**config.mk**
```make
export PLATFORM = sky130hd
export DESIGN_NAME = vcdac_slave
export DESIGN_NICKNAME = d
export VERILOG_FILES = /design/src/include/vcdac_pkg.sv /design/src/vcdac_slave.sv /design/src/vcdac_sync.sv
export VERILOG_INCLUDE_DIRS = /design/src /design/src/include
export SDC_FILE = /design/constraint.sdc
export NUM_CORES = 1
export LEC_CHECK = 0
export BUFFER_PORTS_ARGS = -buffer_cell sky130_fd_sc_hd__buf_2
export CAP_MARGIN = 25
export CORE_ASPECT_RATIO = 2
export CORE_MARGIN = 2
export CORE_UTILIZATION = 25
export DETAILED_ROUTE_END_ITERATION = 6
export PLACE_DENSITY_LB_ADDON = 0.12
export SKIP_CTS_REPAIR_TIMING = 1
export SLEW_MARGIN = 5
export SYNTH_ARGS = -nofsm -noshare
export SYNTH_HDL_FRONTEND = slang
export SYNTH_SLANG_ARGS = --single-unit
```
**constraint.sdc**
```tcl
create_clock -name ref_clk_i -period 2.45 [get_ports ref_clk_i]
set_input_delay 0.245 -clock ref_clk_i [delete_from_list [all_inputs] [get_ports ref_clk_i]]
set_output_delay 0.245 -clock ref_clk_i [all_outputs]
set_load 0.05 [all_outputs]
```
**src/include/vcdac_cfg.svh**
```systemverilog
// constants of the vcom dac setting slave: address, field positions, reset values, timing
// Contract
// - data falling while clock high is a start and opens a transaction
// - data rising while clock high is a stop and closes the transaction
// - seven-bit address plus direction bit; match on byte 9E, direction ignored
// - direction high returns the setting; direction low accepts a new setting
// - receiving party acknowledges every byte on the ninth clock pulse
// - acknowledge holds data low through the whole clock-high period
// - data byte is eight bits: seven setting bits plus one flag bit
// - read flag is 1 when eeprom programming is done, 0 while busy
// - write flag 1 updates register only; flag 0 also programs eeprom (the code drops such a request while eeprom is still busy)
// - interface works with bus clock rates up to 400 kbps
// - write-enable input low blocks eeprom programming; high allows it
// - start-up copies the stored eeprom value into the setting register
// - device is slave only; master starts transfers and makes the clock
`ifndef VCDAC_CFG_SVH
`define VCDAC_CFG_SVH

// bus address byte, direction bit masked off
`define VCDAC_ADDR_BYTE     8'h9E
`define VCDAC_ADDR_HI       7
`define VCDAC_ADDR_LO       1

// data byte layout: setting in the upper seven bits, flag in the last bit sent
`define VCDAC_DATA_W        7
`define VCDAC_SET_HI        7
`define VCDAC_SET_LO        1
`define VCDAC_FLAG_BIT      0
`define VCDAC_BITS_PER_BYTE 4'h8
`define VCDAC_LAST_TX_BIT   4'h7

// reset values
`define VCDAC_SETTING_RST   7'h00
`define VCDAC_EE_INIT       7'h40

// timing
`define VCDAC_CLK_KHZ       10000
`define VCDAC_EE_PROG_US    10000
`define VCDAC_BUS_MAX_KBPS  400
`define VCDAC_TMR_W         20

`endif

```
**src/include/vcdac_pkg.sv**
```systemverilog
// types of the vcom dac setting slave
`default_nettype none
`include "vcdac_cfg.svh"

package vcdac_pkg;

  typedef enum logic [3:0] {
    ST_BOOT,
    ST_IDLE,
    ST_ADDR,
    ST_ADDR_ACK,
    ST_WR_DATA,
    ST_WR_ACK,
    ST_RD_DATA,
    ST_RD_ACK,
    ST_SKIP
  } vcdac_state_t;

  typedef struct packed {
    vcdac_state_t                  state;
    logic                          scl_q;
    logic                          sda_q;
    logic [3:0]                    cnt;
    logic [7:0]                    shreg;
    logic                          rw;
    logic                          nack;
    logic                          sda_oe_b;
    logic [`VCDAC_DATA_W-1:0]      setting;
    logic [`VCDAC_DATA_W-1:0]      ee_cell;
    logic [`VCDAC_DATA_W-1:0]      ee_wdata;
    logic                          ee_busy;
    logic [`VCDAC_TMR_W-1:0]       ee_timer;
  } vcdac_regs_t;

endpackage

`default_nettype wire

```
**src/vcdac_slave.sv**
```systemverilog
// two-wire slave holding a seven-bit dac setting with an eeprom copy
`timescale 1ns/100ps
`default_nettype none
`include "vcdac_cfg.svh"

module vcdac_slave #(
  parameter int unsigned PROG_CYCLES =
    `VCDAC_EE_PROG_US * `VCDAC_CLK_KHZ / 1000
) (
  // clock and reset
  input  wire logic                     ref_clk_i,
  input  wire logic                     rst_b_i,
  // two-wire bus pins
  input  wire logic                     scl_i,
  input  wire logic                     sda_i,
  output logic                          sda_o,
  output logic                          sda_oe_b_o,
  // eeprom write enable pin
  input  wire logic                     ee_wr_en_i,
  // status and setting towards the dac
  output logic [`VCDAC_DATA_W-1:0]      dac_code_o,
  output logic                          ee_busy_o
);

  localparam logic [`VCDAC_TMR_W-1:0] TMR_LAST = `VCDAC_TMR_W'(PROG_CYCLES - 1);
  localparam logic [7:0]              ADDR_BYTE = `VCDAC_ADDR_BYTE;
  localparam logic [3:0]              BYTE_BITS = `VCDAC_BITS_PER_BYTE;
  localparam logic [3:0]              LAST_TX   = `VCDAC_LAST_TX_BIT;

  vcdac_pkg::vcdac_regs_t slv_reg;
  vcdac_pkg::vcdac_regs_t slv_next;

  // synchronised pins
  logic [2:0] pins_sync;
  logic       s_scl;
  logic       s_sda;
  logic       s_wr_en;

  // bus events
  logic       scl_rise;
  logic       scl_fall;
  logic       start_seen;
  logic       stop_seen;
  logic       addr_match;
  logic [7:0] rd_byte;

  // pins come from another domain; the write-enable pin idles low like its pull-down
  vcdac_sync #(
    .WIDTH   (3),
    .RST_VAL (3'b110)
  ) u_pin_sync (
    .ref_clk_i (ref_clk_i),
    .rst_b_i   (rst_b_i),
    .async_i   ({scl_i, sda_i, ee_wr_en_i}),
    .sync_o    (pins_sync)
  );

  assign s_scl   = pins_sync[2];
  assign s_sda   = pins_sync[1];
  assign s_wr_en = pins_sync[0];

  // edges judged on the synchronised copies only; at 10 MHz a 400 kbps clock
  // still leaves several samples per phase
  assign scl_rise   = s_scl & ~slv_reg.scl_q;
  assign scl_fall   = ~s_scl & slv_reg.scl_q;
  assign start_seen = s_scl & slv_reg.scl_q & slv_reg.sda_q & ~s_sda;
  assign stop_seen  = s_scl & slv_reg.scl_q & ~slv_reg.sda_q & s_sda;

  // direction bit plays no part in the match
  assign addr_match = slv_reg.shreg[`VCDAC_ADDR_HI:`VCDAC_ADDR_LO] ==
                      ADDR_BYTE[`VCDAC_ADDR_HI:`VCDAC_ADDR_LO];

  // read byte: setting high, ready flag in the last bit
  assign rd_byte = {slv_reg.setting, ~slv_reg.ee_busy};

  always_comb begin
    slv_next       = slv_reg;
    slv_next.scl_q = s_scl;
    slv_next.sda_q = s_sda;

    // eeprom program timer; cell changes only when programming ends
    if (slv_reg.ee_busy) begin
      if (slv_reg.ee_timer == TMR_LAST) begin
        slv_next.ee_busy  = 1'b0;
        slv_next.ee_timer = '0;
        slv_next.ee_cell  = slv_reg.ee_wdata;
      end else begin
        slv_next.ee_timer = slv_reg.ee_timer + 1'b1;
      end
    end

    unique case (slv_reg.state)
      vcdac_pkg::ST_BOOT: begin
        // power-up copy of the stored value
        slv_next.setting = slv_reg.ee_cell;
        slv_next.state   = vcdac_pkg::ST_IDLE;
      end

      vcdac_pkg::ST_IDLE: begin
        // nothing to do until a start; only the master clocks the bus
        slv_next.sda_oe_b = 1'b1;
      end

      vcdac_pkg::ST_ADDR: begin
        if (scl_rise) begin
          slv_next.shreg = {slv_reg.shreg[6:0], s_sda};
          slv_next.cnt   = slv_reg.cnt + 1'b1;
        end else if (scl_fall && slv_reg.cnt == BYTE_BITS) begin
          if (addr_match) begin
            // pull low now so data is steady before the ninth clock rises
            slv_next.sda_oe_b = 1'b0;
            slv_next.rw       = slv_reg.shreg[0];
            slv_next.state    = vcdac_pkg::ST_ADDR_ACK;
          end else begin
            // stay released and deaf until the next start
            slv_next.sda_oe_b = 1'b1;
            slv_next.state    = vcdac_pkg::ST_SKIP;
          end
        end
      end

      vcdac_pkg::ST_ADDR_ACK: begin
        // ack held through the whole high phase, dropped on the falling edge
        if (scl_fall) begin
          slv_next.cnt = '0;
          if (slv_reg.rw) begin
            // direction high: send the setting back
            slv_next.shreg    = rd_byte;
            slv_next.sda_oe_b = rd_byte[7];
            slv_next.state    = vcdac_pkg::ST_RD_DATA;
          end else begin
            // direction low: take a new setting
            slv_next.shreg    = '0;
            slv_next.sda_oe_b = 1'b1;
            slv_next.state    = vcdac_pkg::ST_WR_DATA;
          end
        end
      end

      vcdac_pkg::ST_WR_DATA: begin
        if (scl_rise) begin
          slv_next.shreg = {slv_reg.shreg[6:0], s_sda};
          slv_next.cnt   = slv_reg.cnt + 1'b1;
        end else if (scl_fall && slv_reg.cnt == BYTE_BITS) begin
          // every byte received is acknowledged
          slv_next.sda_oe_b = 1'b0;
          slv_next.state    = vcdac_pkg::ST_WR_ACK;
          // register always follows the byte
          slv_next.setting  = slv_reg.shreg[`VCDAC_SET_HI:`VCDAC_SET_LO];
          // flag low asks for eeprom too, only with write enable high
          // a request while still programming is dropped to keep the cell consistent
          if (!slv_reg.shreg[`VCDAC_FLAG_BIT] && s_wr_en && !slv_reg.ee_busy) begin
            slv_next.ee_wdata = slv_reg.shreg[`VCDAC_SET_HI:`VCDAC_SET_LO];
            slv_next.ee_busy  = 1'b1;
            slv_next.ee_timer = '0;
          end
        end
      end

      vcdac_pkg::ST_WR_ACK: begin
        if (scl_fall) begin
          slv_next.sda_oe_b = 1'b1;
          slv_next.cnt      = '0;
          slv_next.shreg    = '0;
          slv_next.state    = vcdac_pkg::ST_WR_DATA;
        end
      end

      vcdac_pkg::ST_RD_DATA: begin
        // next bit goes out on each falling edge, msb first
        if (scl_fall) begin
          if (slv_reg.cnt == LAST_TX) begin
            slv_next.sda_oe_b = 1'b1;
            slv_next.nack     = 1'b1;
            slv_next.state    = vcdac_pkg::ST_RD_ACK;
          end else begin
            slv_next.cnt      = slv_reg.cnt + 1'b1;
            slv_next.shreg    = {slv_reg.shreg[6:0], 1'b0};
            slv_next.sda_oe_b = slv_reg.shreg[6];
          end
        end
      end

      vcdac_pkg::ST_RD_ACK: begin
        // master is the receiver here and acknowledges
        if (scl_rise) begin
          slv_next.nack = s_sda;
        end else if (scl_fall) begin
          slv_next.cnt = '0;
          if (!slv_reg.nack) begin
            slv_next.shreg    = rd_byte;
            slv_next.sda_oe_b = rd_byte[7];
            slv_next.state    = vcdac_pkg::ST_RD_DATA;
          end else begin
            slv_next.sda_oe_b = 1'b1;
            slv_next.state    = vcdac_pkg::ST_SKIP;
          end
        end
      end

      vcdac_pkg::ST_SKIP: begin
        slv_next.sda_oe_b = 1'b1;
      end

      default: begin
        slv_next.sda_oe_b = 1'b1;
        slv_next.state    = vcdac_pkg::ST_IDLE;
      end
    endcase

    // start or stop wins over any byte in progress, also a repeated start
    if (slv_reg.state != vcdac_pkg::ST_BOOT) begin
      if (start_seen) begin
        slv_next.state    = vcdac_pkg::ST_ADDR;
        slv_next.cnt      = '0;
        slv_next.shreg    = '0;
        slv_next.sda_oe_b = 1'b1;
      end else if (stop_seen) begin
        slv_next.state    = vcdac_pkg::ST_IDLE;
        slv_next.cnt      = '0;
        slv_next.sda_oe_b = 1'b1;
      end
    end
  end

  // eeprom cell takes its factory value on reset; reset stands in for power-up
  always_ff @(posedge ref_clk_i or negedge rst_b_i) begin
    if (!rst_b_i) begin
      slv_reg          <= '0;
      slv_reg.state    <= vcdac_pkg::ST_BOOT;
      slv_reg.scl_q    <= 1'b1;
      slv_reg.sda_q    <= 1'b1;
      slv_reg.nack     <= 1'b1;
      slv_reg.sda_oe_b <= 1'b1;
      slv_reg.setting  <= `VCDAC_SETTING_RST;
      slv_reg.ee_cell  <= `VCDAC_EE_INIT;
    end else begin
      slv_reg <= slv_next;
    end
  end

  // open drain: only ever drives low
  assign sda_o      = 1'b0;
  assign sda_oe_b_o = slv_reg.sda_oe_b;
  assign dac_code_o = slv_reg.setting;
  assign ee_busy_o  = slv_reg.ee_busy;

endmodule

`default_nettype wire

```
**src/vcdac_sync.sv**
```systemverilog
// two-flop synchroniser for pin inputs
`timescale 1ns/100ps
`default_nettype none

module vcdac_sync #(
  parameter int               WIDTH   = 1,
  parameter logic [WIDTH-1:0] RST_VAL = '0
) (
  // clock and reset
  input  wire logic             ref_clk_i,
  input  wire logic             rst_b_i,
  // pins in, synchronised out
  input  wire logic [WIDTH-1:0] async_i,
  output logic      [WIDTH-1:0] sync_o
);

  typedef struct packed {
    logic [WIDTH-1:0] meta;
    logic [WIDTH-1:0] sync;
  } vcdac_sync_regs_t;

  vcdac_sync_regs_t sync_reg;
  vcdac_sync_regs_t sync_next;

  // first stage feeds only the second stage
  always_comb begin
    sync_next      = sync_reg;
    sync_next.meta = async_i;
    sync_next.sync = sync_reg.meta;
  end

  always_ff @(posedge ref_clk_i or negedge rst_b_i) begin
    if (!rst_b_i) begin
      sync_reg <= {RST_VAL, RST_VAL};
    end else begin
      sync_reg <= sync_next;
    end
  end

  assign sync_o = sync_reg.sync;

endmodule

`default_nettype wire

```
==> results of run 1 <==
-- stage by stage --
step / utilization (%) / instance area (um2) / hold WS (ns)
floorplan: - / 3700 / -0.0506
global placement: 28.2 / 4060 / 0.259
detailed placement: 28.2 / 4060 / 0.258
CTS: 30.4 / 4390 / -0.100
global route: 30.6 / 4420 / 0.0122
finish: 30.6 / 4420 / 0.0219
-- cell usage in the layout, fill, tap and decap left out, types with 9 or more instances in the layout --
cell type	instances
buf_2	12
xor2_1	13
o21ai_0	10
buf_4	29
mux2_2	14
nand4_1	11
nor2_1	36
clkbuf_16	9
inv_1	11
nand2_1	40
dfrtp_1	60
dfstp_2	9
-- area by class of cell --
type / instances / area, um2
Clock inverter: 7 / 97.6
Inverter: 11 / 41.3
Clock buffer: 9 / 225
Sequential cell: 69 / 1740
Tap cell: 192 / 240
Fill cell: 1536 / 10000
Timing Repair Buffer: 44 / 308
Multi-Input combinational cell: 263 / 1770
-- power breakdown --
| group | switching (uW) | leakage, uW | internal (uW) |
|---|---|---|---|
| Clock | 538 | 0.000152 | 895 |
| Combinational | 562 | 0.000862 | 307 |
| Sequential | 82.3 | 0.000921 | 1220 |
-- critical path: cells and delay by family, from the launching register on --
kind / cells / cell delay (ns)
flip-flops: 1 / 0.41
buffers and inverters: 1 / 0.21
AND/OR/NAND/NOR: 2 / 0.61
AO/OA/AOI/OAI: 3 / 0.91
-- cells by family (layout without fill, tap and decap cells) --
group	after synthesis	in the layout	share of synthesized area, %
xor+xnor	19	19	4.50
simple gates	150	150	22.2
compound gates	72	72	14.5
fa+ha+maj	4	4	1.28
flops	69	69	47.0
buf+inv	35	71	5.31
other cells	1	1	0.101
mux	17	17	5.10
-- worst min path at each step --
stage                              end  slack [ns]  depth (start not counted)
2_1_floorplan            dac_code_o[0]       -0.05                          0
3_3_place_gp               slv_reg[51]        0.26                          1
3_5_place_dp               slv_reg[51]        0.26                          1
4_1_cts                    slv_reg[51]       -0.10                          1
5_1_grt        u_pin_sync.sync_next[0]        0.01                          1
6_report       u_pin_sync.sync_next[0]        0.02                          1
-- metal layers --
metal / GRT usage [%] / vias to the layer above
met1: 13.9 / 1468
met5: 0 / -
met3: 2.22 / 36
met4: 9.87 / 0
met2: 30.7 / 58
li1: - / 1406
==> results.json, run 1 <==
{
  "grt_max_degree": 38,
  "grt_pass1_vias": 3178,
  "cts.sinks": 69,
  "leakage_uw": 0.00194,
  "first_pass_iters": 6,
  "fmax_mhz": 443,
  "antenna_cells": 0,
  "root_buffer": "clkbuf_16",
  "cp_cell_sequence": "buf_4 > nor2_1 > o21ai_0 > a31oi_1 > nand2_1 > a31o_2",
  "status": "complete, no violations",
  "holdCritStartpoint": "ee_wr_en_i",
  "syn_to_final_growth_pct": 19.3,
  "async_reset_ff_share_pct": 100,
  "synthTopCellsByCount": "dfrtp_1, nand2_1, nor2_1",
  "yosys.area.top_type": "dfrtp_1",
  "rsz0062_at_grt": "no",
  "synthTopCellsByArea": "dfrtp_1, dfstp_2, mux2_2",
  "fin_crit_sh_pct": 92.2,
  "fin_ws_ns": 0.192,
  "synth.avg_cell_area_um2": 10.1,
  "die_width_um": 90.0,
  "cts_tree": "built",
  "r2r-start": "slv_reg[60]",
  "fin_cells": 595,
  "finalHoldViolCount": 0,
  "layout.nets": 406,
  "place_ws_ns": 0.206,
  "grt_overflow_total": 0,
  "critical_path_arrival_ns": 2.48,
  "io_buffers": 13,
  "first_iter_violations": 116,
  "fin_total_pwr_uw": 3600,
  "cts_buffers": 9,
  "synth-seq-area-share_pct": 47.0,
  "drive_gt1_share_pct": 23.6,
  "synth_seq_cells": 69,
  "finalClockSkew_ns": 0.00647,
  "grt_pass1_wl_um": 18300,
  "cp.required_ns": 2.68,
  "slowest_stage": "dfrtp_1",
  "slew_headroom_pct": 52.3,
  "synth-edff-count": 0,
  "crit_path_end_kind": "flop",
  "synth_most_common_cell": "dfrtp_1",
  "r2r_end": "slv_reg[45]",
  "io_pins": 15,
  "yosysWarnings": 0,
  "tns_ns": 0,
  "top_layer": "met4",
  "num_vias": 2968,
  "hp-class": "in2reg",
  "powerDensity_mw_per_mm2": 815,
  "m1WireLength_um": 3880,
  "ant_nets": 0,
  "max_stage_delay_ns": 0.41,
  "start_kind": "flop",
  "viasPerCell": 4.99,
  "reg2reg_depth": 6,
  "wl_met3_um": 208,
  "die-area_mm2": 0.0159,
  "wl_per_cell_um": 19.4,
  "coreArea_mm2": 0.0144,
  "drcViolationCount": 0,
  "grt_usage_pct": 15.3,
  "synthesis.nets": 375,
  "totalWireLength_um": 11600,
  "dpl.hpwl_um": 8870,
  "wl_met2_um": 6770,
  "synth_top_flop_cell": "dfrtp_1",
  "antenna_found_initial": 0,
  "vdd_drop_max_mv": 0.389,
  "place_congestion": 0.843,
  "finalSetupViolCount": 0,
  "path_class": "reg2reg",
  "synth_top_area_share_pct": 40.6,
  "crit_start": "slv_reg[60]",
  "yosysUniqueCellTypes": 70,
  "htreeDepth": 3,
  "worstSetupEndpoint": "slv_reg[45]",
  "dpl.cell_count": 576,
  "die_y_um": 176,
  "reg2reg_slack_ns": 0.19,
  "cap_viol_max_count": 0,
  "slew_viol_final": 0,
  "core.rowCount": 62,
  "post-route-min-period_ns": 2.26,
  "worst-path-max-fanout": 12,
  "largest_reg_flops": 54,
  "start_util_pct": 25.7,
  "syn_area_mm2": 0.00370,
  "syn-instance-count": 367,
  "clk_latency_ns": 0.34,
  "clock_path_buffers": 2,
  "path_clk_slew_ns": 0.06,
  "tightest_slew_ns": 0.706
}
No activity file was read; power rests on OpenSTA's default activity.
==> run 2: changes to the inputs <==
- ABC_AREA: unset -> 1
==> run 2 against run 1 <==
Flip-flop and latch count is the same. Routed wire length grew 20%. Via count grew 33%. Synthesized area grew 15%. Combinational power shrank 2%. Critical path type unchanged. Highest routed layer unchanged.
==> results.json, run 2 <==
{
  "status": "complete, no violations",
  "yosysWarnings": 0,
  "async_reset_ff_share_pct": 100,
  "rsz0062_at_grt": "no",
  "finalClockSkew_ns": 0.00781,
  "synth_top_area_share_pct": 35.4,
  "cts.sinks": 69,
  "die-area_mm2": 0.0181,
  "io_buffers": 13,
  "slew_headroom_pct": 61.6,
  "drive_gt1_share_pct": 11.2,
  "grt_pass1_vias": 4108,
  "critical_path_arrival_ns": 2.23,
  "clock_path_buffers": 2,
  "first_iter_violations": 196,
  "layout.nets": 618,
  "fin_cells": 822,
  "path_clk_slew_ns": 0.06,
  "syn_to_final_growth_pct": 13.6,
  "dpl.hpwl_um": 10700,
  "totalWireLength_um": 13800,
  "start_kind": "flop",
  "synth_seq_cells": 69,
  "synth.avg_cell_area_um2": 7.09,
  "start_util_pct": 25.4,
  "nFillCells": 1851,
  "worst-path-max-fanout": 14,
  "yosys.area.top_type": "dfrtp_1",
  "design_area_mm2": 0.00481,
  "synth-edff-count": 0,
  "io_pins": 15,
  "htreeDepth": 3,
  "critPathMostFrequentCell": "nand2_2",
  "dpl.cell_count": 803,
  "cts_buffers": 9,
  "crit_path_end_kind": "flop",
  "yosysUniqueCellTypes": 35,
  "cp.required_ns": 2.66,
  "die_y_um": 188,
  "grt_overflow_total": 0,
  "cp_cell_sequence": "nor2_1 > nand2_2 > nand2_2 > a21oi_2 > nand3_1 > nand2_1 > a21oi_1",
  "powerDensity_mw_per_mm2": 745,
  "first_pass_iters": 4,
  "antenna_found_initial": 0,
  "tightest_slew_ns": 0.575,
  "drcViolationCount": 0,
  "tns_ns": 0,
  "viasPerCell": 4.79,
  "post-route-util_pct": 28.9,
  "finalSetupViolCount": 0,
  "slew_viol_final": 0,
  "dpl_cell_area_mm2": 0.00449,
  "layout_commonest_cell": "nand2_1",
  "vdd_drop_max_mv": 0.331,
  "grt_max_degree": 37,
  "grt_usage_pct": 16.3,
  "wl_per_cell_um": 16.8,
  "syn-instance-count": 598,
  "grt_pass1_wl_um": 21900,
  "reg2reg_slack_ns": 0.43,
  "ant_nets": 0,
  "syn_area_mm2": 0.00424,
  "synth_top_flop_cell": "dfrtp_1",
  "synthTopCellsByCount": "nand2_1, inv_1, nor2_1",
  "slowest_stage": "dfrtp_1",
  "path_class": "reg2reg",
  "mostFrequentLayoutCells": "nand2_1, inv_1, nor2_1, dfrtp_1, nand3_1",
  "fmax_mhz": 495,
  "leakage_uw": 0.00225,
  "finalHoldViolCount": 0,
  "place_congestion": 0.931,
  "root_buffer": "clkbuf_16",
  "synth_most_common_cell": "nand2_1",
  "cap_viol_max_count": 0,
  "cts_tree": "built",
  "max_stage_delay_ns": 0.49,
  "synthesis.nets": 606,
  "place_ws_ns": 0.421,
  "die_width_um": 96.1,
  "post-route-min-period_ns": 2.02,
  "core.rowCount": 67,
  "fin_crit_sh_pct": 82.5,
  "fin_ws_ns": 0.429,
  "antenna_cells": 0,
  "largest_reg_flops": 54,
  "clk_latency_ns": 0.34,
  "hp-class": "in2reg",
  "synth-seq-area-share_pct": 41.0,
  "synthTopCellsByArea": "dfrtp_1, nand2_1, nand3_1",
  "coreArea_mm2": 0.0167,
  "num_vias": 3941
}
==> run 2: changes by cell type after synthesis, moves of 7 or more <==
cell	delta
nand2_1	+115
inv_1	+62
nand3_1	+50
nor2_1	+35
o21ai_0	+26
a21oi_1	+19
mux2_2	-14
nor3_1	+9
a31o_2	-7
nor4_1	-7
xor2_1	-7
==> run 2: kinds of logic (layout without fill, tap and decap cells) <==
group                    Yosys count  in the layout  synth area share, %
AND/OR/NAND/NOR                  337            337                 35.5
adder cells (fa/ha/maj)            3              3                0.886
buffers and inverters             98            115                 10.2
AO/OA/AOI/OAI                     82             82                 10.7
other                              1              1               0.0885
XOR/XNOR                           8              8                 1.65
flip-flops                        69             69                 41.0
==> run 2: area by class of cell <==
type / count / area, um2 / area share [%]
inverters: 75 / 282 / 5.85
multi-input cells: 431 / 2070 / 42.9
clock inverters: 7 / 72.6 / 1.51
repair buffers: 24 / 170 / 3.54
well taps: 207 / 259 / 5.38
flip-flops and latches: 69 / 1740 / 36.1
clock buffers: 9 / 225 / 4.68
==> run 2: stage by stage <==
| step | hold slack, ns | total power (uW) |
|---|---|---|
| 6_report | 0.0187 | 3590 |
| 5_1_grt | 0.00927 | 3810 |
| 4_1_cts | -0.114 | 3640 |
| 3_5_place_dp | 0.259 | 2270 |
| 3_3_place_gp | 0.253 | 2280 |
| 2_1_floorplan | -0.0506 | 2060 |
==> run 2: metal layers <==
layer | track usage (%) | part of all wire, % | vias to the layer above
met5 | 0 | 0 | -
met4 | 11.8 | 6.3 | 0
met3 | 2.33 | 2.5 | 48
met2 | 29.7 | 56 | 99
met1 | 15.8 | 35 | 1837
li1 | - | - | 1957
==> run 2: final timing paths <==
check,start,cells after the start,end
max,slv_reg[59],7,slv_reg[54]
min,ee_wr_en_i,1,u_pin_sync.sync_next[0]
max reg2reg,slv_reg[59],7,slv_reg[54]
min reg2reg,u_pin_sync.sync_next[0],0,u_pin_sync.sync_o[0]
max in group asynchronous,rst_b_i,3,slv_reg[34]
min in group asynchronous,rst_b_i,2,slv_reg[53]
==> run 2: power breakdown <==
part	total [uW]	leakage (uW)	switching (uW)	internal (uW)
clock network	1330	0.000142	540	791
logic	853	0.00119	628	226
registers	1400	0.000912	146	1260
total	3590	0.00225	1310	2270
==> run 2: critical path, delay by kind of cell, from the launching register on <==
family	cells	cell delay, ns
AND/OR/NAND/NOR	5	0.94
AO/OA/AOI/OAI	2	0.45
flip-flops	1	0.49
==> run 3: changes to the inputs <==
- clock period: 2.45 -> 2 ns (I/O delays scaled with it)
==> run 3 against run 2 <==
Count of clock-buffer cells in the layout unchanged. Hold slack better by 0.33 ns. Final area grew 4.0%. Critical path type unchanged. Critical endpoint is now slv_reg[62]. Critical path depth stayed put. Cell count increased by 2.3%. Via count increased by 1.8%. Register-to-register slack got worse by 0.26 ns. Non-clock buffer count is 18 higher. Routed wire length rose by 2.8%.
==> results.json, run 3 (synthesis gave the netlist of run 2 again) <==
{
  "status": "complete, no violations",
  "critPathMostFrequentCell": "nor2_4",
  "tns_ns": 0,
  "totalWireLength_um": 14200,
  "path_class": "reg2reg",
  "wl_per_cell_um": 16.9,
  "dpl_cell_area_mm2": 0.00463,
  "crit_path_end_kind": "flop",
  "largest_reg_flops": 54,
  "grt_overflow_total": 0,
  "cp_top_family": "flip-flops",
  "pwr-share-seq_pct": 37.4,
  "root_buffer": "clkbuf_16",
  "start_kind": "flop",
  "worst-path-max-fanout": 7,
  "start_util_pct": 25.4,
  "grt_usage_pct": 17.1,
  "clockPowerShare_pct": 36.6,
  "grt_pass1_vias": 4204,
  "fin_crit_sh_pct": 91.6,
  "hp-class": "in2async",
  "mostFrequentLayoutCells": "nand2_1, inv_1, nor2_1, dfrtp_1, nand3_1",
  "swShare_pct": 37.1,
  "finalHoldViolCount": 0,
  "io_pins": 15,
  "nFillCells": 1825,
  "finalClockSkew_ns": 0.00700,
  "cts_buffers": 9,
  "io_buffers": 13,
  "die-area_mm2": 0.0181,
  "cts_tree": "built",
  "syn_to_final_growth_pct": 18.1,
  "ant_nets": 0,
  "num_vias": 4013,
  "first_iter_violations": 245,
  "first_pass_iters": 5,
  "slowest_stage": "dfstp_2",
  "max_stage_delay_ns": 0.56,
  "p_switching_uw": 1690,
  "cts.sinks": 69,
  "coreArea_mm2": 0.0167,
  "post-route-min-period_ns": 1.83,
  "cp.required_ns": 2.26,
  "layout.nets": 637,
  "critical_path_arrival_ns": 2.09,
  "rsz0062_at_grt": "no",
  "antenna_cells": 0,
  "reg2reg_slack_ns": 0.17,
  "htreeDepth": 3,
  "grt_pass1_wl_um": 22800,
  "clk_latency_ns": 0.34,
  "multi_input_area_mm2": 0.00209,
  "finalSetupViolCount": 0,
  "crit_buf_inv": 2,
  "place_congestion": 0.935,
  "drive_gt1_share_pct": 14.0,
  "fmax_mhz": 546,
  "seq_area_mm2": 0.00174,
  "viasPerCell": 4.77,
  "antenna_found_initial": 0,
  "grt_max_degree": 40,
  "layout_commonest_cell": "nand2_1",
  "core.rowCount": 67,
  "die_y_um": 188,
  "combPwrFrac_pct": 26.0,
  "vdd_drop_max_mv": 0.396,
  "slew_viol_final": 0,
  "fin_ws_ns": 0.169,
  "p_int_uw": 2860,
  "place_ws_ns": 0.0947,
  "cap_viol_max_count": 0,
  "dpl.hpwl_um": 11100,
  "drcViolationCount": 0,
  "die_width_um": 96.1,
  "clock_path_buffers": 2,
  "powerDensity_mw_per_mm2": 908,
  "post-route-util_pct": 30.0,
  "path_clk_slew_ns": 0.06,
  "design_area_mm2": 0.00501,
  "cp_cell_sequence": "inv_1 > nand2_1 > buf_4 > nor2_4 > nor2_4 > o21ai_0 > a31oi_1",
  "leakage_uw": 0.00236
}
-- run 3: cell count changes in the layout (fill, tap and decap cells not counted), moves of 2 or more --
cell	change
buf_4	+16
clkinv_4	+2
nand2_2	-3
clkinv_2	-2
nand2_4	+3
-- run 3: power by group through the flow --
stage                     Combinational [uW]  Sequential [uW]  Clock (uW)
after floorplan                          845             1680           0
after global placement                  1150             1730           0
after detailed placement                1140             1720           0
after CTS                               1150             1700        1730
after global routing                    1290             1720        1790
final                                   1180             1700        1660
-- run 3: path summary, 6_finish.rpt --
check,from,endpoint,cells past startpoint
worst max-delay path,u_pin_sync.sync_o[2],slv_reg[62],7
worst min-delay path,rst_b_i,slv_reg[61],2
worst max register to register,u_pin_sync.sync_o[2],slv_reg[62],7
worst min register to register,u_pin_sync.sync_next[0],u_pin_sync.sync_o[0],0
max in group asynchronous,rst_b_i,slv_reg[34],3
min in group ref_clk_i,u_pin_sync.sync_next[0],u_pin_sync.sync_o[0],0
-- run 3: final cells by class --
class	instances	area share, %
well taps	207	5.17
multi-input cells	431	41.7
repair inverters	1	0.150
inverters	75	5.70
flip-flops and latches	69	34.7
clock inverters	7	1.62
clock buffers	9	4.50
repair buffers	42	6.40
-- run 3: routing by layer --
layer,track usage (%),wire length (um)
met4,12.4,1080
met3,2.73,448
met5,0,0
met2,30.7,7850
met1,16.8,4820
-- run 3: metrics by stage --
| stage | hold WS (ns) | total power (uW) | std cells |
|---|---|---|---|
| 6_report | 0.345 | 4550 | 841 |
| 5_1_grt | 0.358 | 4810 | 841 |
| 4_1_cts | -0.173 | 4580 | 836 |
| 3_5_place_dp | 0.198 | 2870 | 820 |
| 3_3_place_gp | 0.188 | 2870 | 820 |
| 2_1_floorplan | -0.0956 | 2530 | 598 |
